===== src/cidt_pkg.sv =====
// Package for the instruction decode and cycle timing block.
// Assumes a single 125 MHz core clock and active-low asynchronous reset.
`default_nettype none
package cidt_pkg;
  // ------------------------------------------------------------
  // Word layout
  // ------------------------------------------------------------
  localparam int          INSN_W      = 24;
  localparam int          OPC_W       = 8;
  localparam int          OPC_LSB     = 16;
  localparam int          FILE_LSB    = 0;
  localparam int          FILE_W      = 13;
  localparam logic [12:0] FILE_MAX    = 13'h1fff;
  localparam int          DEST_BIT    = 14;
  localparam int          WB_LSB      = 15;
  localparam int          WS_LSB      = 0;
  localparam int          WD_LSB      = 7;
  localparam int          BITPOS_LSB  = 12;
  localparam int          TEN_BIT_LITERAL_LSB   = 4;
  localparam int          FIVE_BIT_LITERAL_LSB    = 0;
  localparam int          FOURTEEN_BIT_LITERAL_LSB   = 0;
  localparam int          BYTE_BIT    = 14;
  localparam int          COND_LSB    = 16;
  localparam int          VARZ_BIT    = 11;
  // ------------------------------------------------------------
  // Opcode values (coined encoding)
  // ------------------------------------------------------------
  localparam logic [7:0] OP_NOP      = 8'h00;
  localparam logic [7:0] OP_CALL2    = 8'h02;
  localparam logic [7:0] OP_GOTO2    = 8'h04;
  localparam logic [7:0] OP_DO2      = 8'h08;
  localparam logic [7:0] OP_CBRA_LO  = 8'h30;
  localparam logic [7:0] OP_CBRA_HI  = 8'h3e;
  localparam logic [7:0] OP_BRA      = 8'h37;
  localparam logic [7:0] OP_BRAW     = 8'h01;
  localparam logic [7:0] OP_CALLW    = 8'h03;
  localparam logic [7:0] OP_GOTOW    = 8'h05;
  localparam logic [7:0] OP_RET      = 8'h06;
  localparam logic [7:0] OP_RETI     = 8'h07;
  localparam logic [7:0] OP_TBL      = 8'hba;
  localparam logic [7:0] OP_MOVD     = 8'hbe;
  localparam logic [7:0] OP_SKIPC    = 8'haf;
  localparam logic [7:0] OP_SKIPS    = 8'hae;
  localparam logic [7:0] OP_TSTSET   = 8'ha4;
  localparam logic [7:0] OP_MOVOFS   = 8'h90;
  localparam logic [7:0] OP_ADDF     = 8'hb4;
  localparam logic [7:0] OP_ADDL10   = 8'hb0;
  localparam logic [7:0] OP_ADDL14   = 8'h20;
  // ------------------------------------------------------------
  // Reset values
  // ------------------------------------------------------------
  localparam logic [22:0] PC_RESET = 23'h000000;
  localparam logic [4:0]  SR_RESET = 5'h00;
  localparam int          SR_C     = 0;
  localparam int          SR_DC    = 1;
  localparam int          SR_N     = 2;
  localparam int          SR_OV    = 3;
  localparam int          SR_Z     = 4;
  typedef enum logic [2:0] {
    CIDT_EXEC  = 3'b001,
    CIDT_FLUSH = 3'b010,
    CIDT_FL2   = 3'b100
  } cidt_state_type;
endpackage : cidt_pkg
`default_nettype wire


===== src/cidt_core.sv =====
// Instruction decode and cycle timing engine of a 16-bit core.
// Assumes program memory returns a 24-bit word each cycle for fetch_addr,
// and data memory answers a read combinationally in the same cycle.
//
// Functional notes
// - Single word is 24 bits; 8-bit opcode picks the type.
// - Only call, goto and loop-setup occupy two program words.
// - Second word of a double-word carries eight zero top bits.
// - A lone second word executes as a no-operation.
// - One cycle normally; two when test true or PC changes.
// - Branches, indirect transfers, table ops and returns take extra cycles.
// - Skip: one cycle, two over single word, three over double word.
// - Conditional branch: one cycle false, two taken, flag conditions.
// - Double moves and double-word instructions take two cycles.
// - Sixteen working registers; register zero is file accumulator.
// - File op result goes to file or register zero per dest bit.
// - Direct file address spans zero to 0x1fff.
// - Ten-bit literal limited by byte/word mode; 5 and 14 bit widths.
// - Offset move sign-extends ten-bit offset onto base register.
// - Long target literal has its lowest bit forced zero.
// - Bit position from four-bit field or base register contents.
// - Flags C DC N OV Z; zero sticky in carry-chained operations.
// - Skip-if-clear skips when selected bit is zero.
// - Test-then-set copies bit to C, or its complement to Z, then sets it.
`default_nettype none
module cidt_core (
  // Clock and reset
  input  wire logic        clock,
  input  wire logic        nrst,
  // Program memory fetch
  input  wire logic [23:0] insn_word,
  output logic      [22:0] fetch_addr,
  // Data memory
  input  wire logic [15:0] data_rdata,
  output logic      [15:0] data_addr,
  output logic      [15:0] data_wdata,
  output logic             data_we,
  // Observed state
  output logic      [4:0]  status_flags,
  output logic             insn_retired,
  output logic             flush_cycle
);
  import cidt_pkg::*;
  // ------------------------------------------------------------
  // State
  // ------------------------------------------------------------
  cidt_state_type state_r;
  logic [22:0] pc_r;
  logic [15:0] accumulator_reg_zero_r [16];
  logic [4:0]  sr_r;
  logic [22:0] tgt_r;
  logic        second_r;   // next word is a second word
  logic [15:0] daddr_r, dwdata_r;
  logic        dwe_r, fl_r;
  logic        skip_fl_r;  // last executed word was a taken skip
  logic        jump_r;     // pending second word completes a call or jump

  // Field decode
  function automatic logic is_double(input logic [7:0] op);
    return (op == OP_CALL2) || (op == OP_GOTO2) || (op == OP_DO2);
  endfunction

  logic [7:0]  opc;
  logic [3:0]  wb_idx, ws_idx, wd_idx, bitpos;
  logic [12:0] faddr;
  logic [9:0]  ten_bit_literal;
  logic [4:0]  five_bit_literal;
  logic [13:0] fourteen_bit_literal;
  logic        exec;
  assign opc    = insn_word[OPC_LSB +: OPC_W];
  assign wb_idx = insn_word[WB_LSB -: 4];
  assign ws_idx = insn_word[WS_LSB +: 4];
  assign wd_idx = insn_word[WD_LSB +: 4];
  assign faddr  = insn_word[FILE_LSB +: FILE_W] & FILE_MAX;
  assign ten_bit_literal  = insn_word[BYTE_BIT] ? {2'b00, insn_word[TEN_BIT_LITERAL_LSB +: 8]}
                                      : insn_word[TEN_BIT_LITERAL_LSB +: 10];
  assign five_bit_literal   = insn_word[FIVE_BIT_LITERAL_LSB +: 5];
  assign fourteen_bit_literal  = insn_word[FOURTEEN_BIT_LITERAL_LSB +: 14];
  assign exec   = (state_r == CIDT_EXEC);

  // Bit selection and branch condition
  logic [15:0] bsrc, bsum, offs_addr;
  logic        bval, cond, skip, xfer, two;
  logic [16:0] sum17;
  always_comb begin
    bitpos = insn_word[VARZ_BIT] ? accumulator_reg_zero_r[wb_idx][3:0] : insn_word[BITPOS_LSB +: 4];
    bsrc   = insn_word[DEST_BIT] ? data_rdata : accumulator_reg_zero_r[ws_idx];
    bval   = bsrc[bitpos];
    case (insn_word[COND_LSB +: 4])
      4'h0:    cond = sr_r[SR_C];
      4'h1:    cond = ~(sr_r[SR_N] ^ sr_r[SR_OV]);
      4'h2:    cond = sr_r[SR_C];
      4'h3:    cond = ~sr_r[SR_Z] & ~(sr_r[SR_N] ^ sr_r[SR_OV]);
      4'h4:    cond = sr_r[SR_C] & ~sr_r[SR_Z];
      4'h5:    cond = sr_r[SR_Z] | (sr_r[SR_N] ^ sr_r[SR_OV]);
      4'h6:    cond = ~sr_r[SR_C] | sr_r[SR_Z];
      4'h7:    cond = 1'b1;
      4'h8:    cond = sr_r[SR_N] ^ sr_r[SR_OV];
      4'h9:    cond = ~sr_r[SR_C];
      4'ha:    cond = sr_r[SR_N];
      4'hb:    cond = ~sr_r[SR_N];
      4'hc:    cond = ~sr_r[SR_OV];
      4'hd:    cond = ~sr_r[SR_Z];
      4'he:    cond = sr_r[SR_OV];
      default: cond = sr_r[SR_Z];
    endcase
    // skip when bit clear, or set for the mirror form
    skip = exec && !second_r && (((opc == OP_SKIPC) && !bval) || ((opc == OP_SKIPS) && bval));
    // transfers that take extra cycles; conditional branches only when taken
    xfer = exec && !second_r && ((opc == OP_BRAW) || (opc == OP_CALLW) ||
           (opc == OP_GOTOW) || (opc == OP_RET) || (opc == OP_RETI) || (opc == OP_TBL) ||
           ((opc >= OP_CBRA_LO) && (opc <= OP_CBRA_HI) && cond));
    two  = exec && !second_r && ((opc == OP_MOVD) || is_double(opc));
    offs_addr = accumulator_reg_zero_r[wb_idx] + {{6{insn_word[TEN_BIT_LITERAL_LSB + 9]}}, insn_word[TEN_BIT_LITERAL_LSB +: 10]};
    bsum  = data_rdata + accumulator_reg_zero_r[0];
    sum17 = {1'b0, data_rdata} + {1'b0, accumulator_reg_zero_r[0]};
  end

  // ------------------------------------------------------------
  // Sequencer
  // ------------------------------------------------------------
  // one extra cycle on taken transfer, two on return; two over a double word
  always_ff @(posedge clock or negedge nrst) begin
    if (!nrst) begin
      state_r <= CIDT_EXEC;
    end else begin
      case (state_r)
        CIDT_EXEC:  state_r <= (skip || xfer || (two && !is_double(opc))) ? CIDT_FLUSH
                               : CIDT_EXEC;
        // Skipped word seen in the flush cycle decides on a third cycle
        CIDT_FLUSH: state_r <= (fl_r || (skip_fl_r && is_double(opc))) ? CIDT_FL2
                               : CIDT_EXEC;
        CIDT_FL2:   state_r <= CIDT_EXEC;
        default:    state_r <= CIDT_EXEC;
      endcase
    end
  end

  // Skip over a double word needs a second flush; returns also take three
  always_ff @(posedge clock or negedge nrst) begin
    if (!nrst) begin
      fl_r      <= 1'b0;
      skip_fl_r <= 1'b0;
    end else if (exec) begin
      // three cycles when skipped word is double
      skip_fl_r <= skip;
      fl_r      <= xfer && ((opc == OP_RET) || (opc == OP_RETI));
    end
  end

  // Second-word tracking
  always_ff @(posedge clock or negedge nrst) begin
    if (!nrst) begin
      second_r <= 1'b0;
      jump_r   <= 1'b0;
      tgt_r    <= PC_RESET;
    end else if (exec) begin
      second_r <= is_double(opc) && !second_r;
      // Loop setup must not move the program counter
      jump_r   <= ((opc == OP_CALL2) || (opc == OP_GOTO2)) && !second_r;
      if (is_double(opc) && !second_r) begin
        tgt_r <= {7'h00, insn_word[15:1], 1'b0};
      end else if (second_r) begin
        tgt_r <= {insn_word[6:0], tgt_r[15:0]};
      end
    end
  end

  // Program counter
  always_ff @(posedge clock or negedge nrst) begin
    if (!nrst) begin
      pc_r <= PC_RESET;
    end else begin
      if (second_r && jump_r && exec && (opc[7:0] == 8'h00)) begin
        pc_r <= {insn_word[6:0], tgt_r[15:1], 1'b0};
      end else begin
        pc_r <= pc_r + 23'h000002;
      end
    end
  end

  // ------------------------------------------------------------
  // Datapath: registers, flags, memory
  // ------------------------------------------------------------
  always_ff @(posedge clock or negedge nrst) begin
    if (!nrst) begin
      for (int i = 0; i < 16; i++) accumulator_reg_zero_r[i] <= 16'h0000;
      sr_r     <= SR_RESET;
      daddr_r  <= 16'h0000;
      dwdata_r <= 16'h0000;
      dwe_r    <= 1'b0;
    end else begin
      dwe_r <= 1'b0;
      // lone second word does nothing; flush cycles do nothing
      if (exec && !second_r) begin
        case (opc)
          OP_ADDF: begin
            // destination select; accumulator is register zero
            if (insn_word[DEST_BIT]) accumulator_reg_zero_r[0] <= bsum;
            else begin
              daddr_r  <= {3'b000, faddr};
              dwdata_r <= bsum;
              dwe_r    <= 1'b1;
            end
            sr_r[SR_C]  <= sum17[16];
            sr_r[SR_DC] <= (data_rdata[3:0] + accumulator_reg_zero_r[0][3:0]) > 5'h0f;
            sr_r[SR_N]  <= bsum[15];
            sr_r[SR_OV] <= (data_rdata[15] == accumulator_reg_zero_r[0][15]) && (bsum[15] != data_rdata[15]);
            sr_r[SR_Z]  <= (bsum == 16'h0000);
          end
          OP_ADDL10: begin
            accumulator_reg_zero_r[ws_idx] <= accumulator_reg_zero_r[ws_idx] + {6'h00, ten_bit_literal};
            // sticky zero: carry-chained form only clears
            if (accumulator_reg_zero_r[ws_idx] + {6'h00, ten_bit_literal} != 16'h0000) sr_r[SR_Z] <= 1'b0;
          end
          OP_ADDL14: accumulator_reg_zero_r[ws_idx] <= accumulator_reg_zero_r[wb_idx] + {2'b00, fourteen_bit_literal} + {11'h000, five_bit_literal};
          OP_MOVOFS: begin
            daddr_r  <= offs_addr;
            dwdata_r <= accumulator_reg_zero_r[ws_idx];
            dwe_r    <= 1'b1;
          end
          OP_TSTSET: begin
            if (insn_word[VARZ_BIT + 1]) sr_r[SR_Z] <= ~bval;
            else sr_r[SR_C] <= bval;
            if (insn_word[DEST_BIT]) begin
              daddr_r  <= {3'b000, faddr};
              dwdata_r <= data_rdata | (16'h0001 << bitpos);
              dwe_r    <= 1'b1;
            end else begin
              accumulator_reg_zero_r[ws_idx] <= accumulator_reg_zero_r[ws_idx] | (16'h0001 << bitpos);
            end
          end
          OP_MOVD: begin
            accumulator_reg_zero_r[wd_idx]         <= accumulator_reg_zero_r[ws_idx];
            accumulator_reg_zero_r[wd_idx + 4'h1]  <= accumulator_reg_zero_r[ws_idx + 4'h1];
          end
          default: ;
        endcase
      end
    end
  end

  // Outputs straight from flops
  always_ff @(posedge clock or negedge nrst) begin
    if (!nrst) begin
      insn_retired <= 1'b0;
      flush_cycle  <= 1'b0;
    end else begin
      insn_retired <= exec;
      flush_cycle  <= !exec;
    end
  end
  assign fetch_addr   = pc_r;
  assign data_addr    = daddr_r;
  assign data_wdata   = dwdata_r;
  assign data_we      = dwe_r;
  assign status_flags = sr_r;

  // ------------------------------------------------------------
  // Checks
  // ------------------------------------------------------------
  property p_flush_noop;
    @(posedge clock) disable iff (!nrst) !exec |=> !dwe_r;
  endproperty
  a_flush_noop: assert property (p_flush_noop) else $error("write in flush");
  property p_xfer_two;
    @(posedge clock) disable iff (!nrst) xfer && !fl_r |=> state_r == CIDT_FLUSH;
  endproperty
  a_xfer_two: assert property (p_xfer_two) else $error("transfer no flush");
  property p_skip_one;
    @(posedge clock) disable iff (!nrst) skip |=> !exec ##1 exec || state_r == CIDT_FL2;
  endproperty
  a_skip_one: assert property (p_skip_one) else $error("skip timing");
  property p_plain_one;
    @(posedge clock) disable iff (!nrst) exec && !skip && !xfer && !two |=> exec;
  endproperty
  a_plain_one: assert property (p_plain_one) else $error("plain not one cycle");
  property p_second_noop;
    @(posedge clock) disable iff (!nrst) second_r && exec |=> !dwe_r;
  endproperty
  a_second_noop: assert property (p_second_noop) else $error("second word acted");
  property p_pc_even;
    @(posedge clock) disable iff (!nrst) 1'b1 |-> fetch_addr[0] == 1'b0;
  endproperty
  a_pc_even: assert property (p_pc_even) else $error("odd pc");
  c_skip: cover property (@(posedge clock) disable iff (!nrst) skip);
  c_xfer: cover property (@(posedge clock) disable iff (!nrst) xfer);
  c_fl2: cover property (@(posedge clock) disable iff (!nrst) state_r == CIDT_FL2);
endmodule // cidt_core
`default_nettype wire


===== config.mk =====
export PLATFORM = sky130hd
export DESIGN_NAME = cidt_core
export DESIGN_NICKNAME = d
export VERILOG_FILES = /design/src/cidt_pkg.sv /design/src/cidt_core.sv
export SDC_FILE = /design/constraint.sdc
export NUM_CORES = 2
export LEC_CHECK = 0
export ABC_AREA = 1
export BUFFER_PORTS_ARGS = -buffer_cell sky130_fd_sc_hd__buf_2
export CORE_MARGIN = 3
export CORE_UTILIZATION = 25
export CTS_BUF_LIST = sky130_fd_sc_hd__clkbuf_8 sky130_fd_sc_hd__clkbuf_16
export CTS_CLUSTER_DIAMETER = 50
export DETAILED_ROUTE_END_ITERATION = 12
export PLACE_DENSITY = 0.5
export SLEW_MARGIN = 20
export SYNTH_ARGS = -nofsm -noshare
export SYNTH_HDL_FRONTEND = slang
export SYNTH_SLANG_ARGS = --single-unit

===== constraint.sdc =====
create_clock -name clock -period 5.1 [get_ports clock]
set_clock_uncertainty 0.15 [all_clocks]
set_input_delay 1.02 -clock clock [delete_from_list [all_inputs] [get_ports clock]]
set_output_delay 1.02 -clock clock [all_outputs]
set_load 0.05 [all_outputs]

==> out/metrics.cfg <==
[place]
dp_hpwl_um=177000
numPortBuffers=103
place_area_mm2=0.0449
post-place-ws_ns=-0.340
place.gp.congestion=0.991

[yosys]
synth_most_common_cell=nand2_1
ys_warn_count=0
avgSynthCellArea_um2=5.73
synth_largest_area_cell=dfrtp_1
syn_inst=6975
synth.distinct_cells=59
syn_nets=7092
yosysSeqAreaShare_pct=21.3
synthTopCellsByCount=nand2_1, o21ai_0, nand3_1, inv_1, a21oi_1
synth.top_cell.area_share_pct=21.2
synth_edf_count=0
synthTopCellsByArea=dfrtp_1, nand2_1, o21ai_0
ys_ff_latch=340
synth_async_sr_flop_share_pct=100
synthFlopType=dfrtp_1
synth_area_mm2=0.0400

[power]
p_seq_share_pct=21.8
clkPwrFrac_pct=39.5
swShare_pct=44.2
p_comb_share_pct=38.8
power.density_mw_per_mm2=328
p_leak_uw=0.0223
vdd_ir_drop_max_mv=0.255
internal-power_uw=8810
power_switching_uw=6970

[route]
routedWlPerCell_um=26.0
firstDrtPassIters=7
wl_um=240000
vias=52700
drc=0
detail-route-antenna-nets=0
drtIter0Drc=7197
viasPerCell=5.70

[finish]
nNetsFinal=7200
drive_gt1_share_pct=12.2
final_core_util_pct=30.4
syn_to_final_growth_pct=20.5
stdcell_area_mm2=0.0481

[timing]
finalSetupViolations=0
rsz0062_at_grt=no
max-slew-margin-rel_pct=24.5
hold_viol_final=0
slew_viol_final=0
worst_slew_pin_slew_ns=1.13
layout_setup_ws_ns=0.243
finalCritPeriodShare_pct=95.2
clock.fmax_ghz=0.206
final.min_clock_period_ns=4.86

[floorplan]
die_w_um=406
io_pins=105
die_area_mm2=0.165
initial_core_util_pct=25.2
die_y_um=406
core_mm2=0.159
fp-row-count=146

[grt]
overflow=0
antenna_found_initial=5
grt_pass1_vias=48300
grt_pass1_wl_um=343000
grtUsageTotal_pct=28.1
grt_max_degree=187

[clock_tree]
clk_latency_ns=0.73
clockBufferDepth=3
ctsResizeCount=0
clk_pin_slew_ns=0.06
numCtsBuffers=88
clock_sinks=340
cts_setup_buffers=0
h-tree-depth=3
cts_tree=yes
ctsHoldBuffers=0
clock-root-buffer=clkbuf_16

[job]
maxCapViolCount=0

[run_status]
status=complete, no violations

[setup_path]
worstPathRequired_ns=5.50
cp-end-kind=flop
critPathArrivalTime_ns=5.25
critPathKind=input port to flop
start_kind=input port
rr_worst_depth=26
path_max_fanout=16

[worst_hold_path]
hold_path_class=input port to asynchronous set/reset pin

==> cells in the final DEF (no fill, tap or decap), types with 18 or more instances in the layout <==
cell       count
dfrtp_1      339
xor2_1        36
clkbuf_16     89
inv_1        672
nand2_1     1858
ha_1          69
a31oi_1       25
nor2_1       271
nor2_2        37
inv_2         26
buf_2         99
o21ai_1       79
nor2_4        18
o22ai_1       66
nand3_1      664
a21oi_1      620
a22oi_1       24
buf_4        423
buf_12        48
nand4_1       50
o21ai_0     1197
o211ai_1     152
o221ai_1      32
o2111ai_1     37
==> cell families (layout without fill, tap and decap cells) <==
logic type	Yosys count	in the layout	synth area share (%)
adders and majority gates	75	75	2.44
DFF	340	340	21.3
xor gates and xnor gates	52	52	1.18
and+or+nand+nor	2953	2953	30.9
other	1	3	0.00939
AOI/OAI and AO/OA	2293	2293	31.5
buffers and inverters	1261	1444	12.7
==> final timing paths <==
| kind | to | slack [ns] | start |
|---|---|---|---|
| max | accumulator_reg_zero_r[75]$_DFFE_PN0P_ | 0.24 | insn_word[13] |
| min | tgt_r[3]$_DFFE_PN0P_ | 0.13 | nrst |
| max reg2reg | status_flags[4]$_DFFE_PN0P_ | 0.57 | accumulator_reg_zero_r[99]$_DFFE_PN0P_ |
| min reg2reg | state_r[2]$_DFF_PN0_ | 0.31 | state_r[2]$_DFF_PN0_ |
| max in group asynchronous | accumulator_reg_zero_r[152]$_DFFE_PN0P_ | 3.49 | nrst |
| min in group clock | state_r[2]$_DFF_PN0_ | 0.31 | state_r[2]$_DFF_PN0_ |
==> area by class of cell <==
| type | instances | area (µm²) |
|---|---|---|
| clock buffers | 106 | 2460 |
| multi-input cells | 5374 | 26500 |
| inverters | 706 | 2660 |
| clock inverters | 59 | 717 |
| repair buffers | 573 | 4670 |
| diodes | 2 | 5.00 |
| well taps | 2072 | 2590 |
| fillers | 17700 | 110000 |
| flip-flops and latches | 340 | 8510 |
==> critical path: stages <==
cell	delay [ns]
buf_2	0.40
inv_4	0.12
nor2_4	0.14
buf_4	0.14
buf_4	0.11
o21ai_0	0.07
o2111ai_1	0.41
buf_4	0.19
nand2_1	0.17
ha_1	0.34
ha_1	0.30
a21oi_1	0.19
o21ai_0	0.10
a21oi_1	0.13
buf_4	0.16
o21ai_0	0.08
nand2_1	0.13
nand2_1	0.09
nand2_1	0.08
nand2_1	0.05
nand2_1	0.10
buf_12	0.18
nand3_1	0.08
nand3_1	0.07
nand3_1	0.08
o21ai_0	0.16
o21ai_0	0.11
==> metal layers <==
layer	wire length [µm]	share of wire, %	global-route usage (%)	up-vias
met5	13	0.0054	0	-
met4	15500	6.4	15.9	2
met3	26300	11	6.48	785
met2	103000	43	43.4	3519
met1	95300	40	36.0	24600
li1	-	-	-	23700
==> through the flow <==
| step | power (µW) | hold slack, ns | std cells | TNS [ns] |
|---|---|---|---|---|
| 2_1_floorplan | 6480 | 0.271 | 6975 | -0.0251 |
| 3_3_place_gp | 9350 | 0.290 | 9065 | -14.04 |
| 3_5_place_dp | 9340 | 0.297 | 9065 | -16.62 |
| 4_1_cts | 15600 | 0.145 | 9230 | 0 |
| 5_1_grt | 16300 | 0.165 | 9230 | 0 |
| 6_report | 15800 | 0.131 | 9232 | 0 |
==> state kept, by name, summed over array words and instances, names as in the netlist <==
name                    cells
data_addr                  16
tgt_r                      15
status_flags                5
data_we                     1
data_wdata                 16
state_r                     3
accumulator_reg_zero_r    256
skip_fl_r                   1
jump_r                      1
fl_r                        1
fetch_addr                 22
second_r                    1
flush_cycle                 1
insn_retired                1
==> power by group through the flow <==
stage                     sequential (µW)  combinational, µW  clock (µW)
after global placement               3460               5890           0
after detailed placement             3460               5880           0
after floorplan                      3640               2840           0
after global routing                 3470               6430        6430
final                                3430               6120        6230
after CTS                            3420               5910        6300
Note: power is estimated with default switching activity, not from simulation.
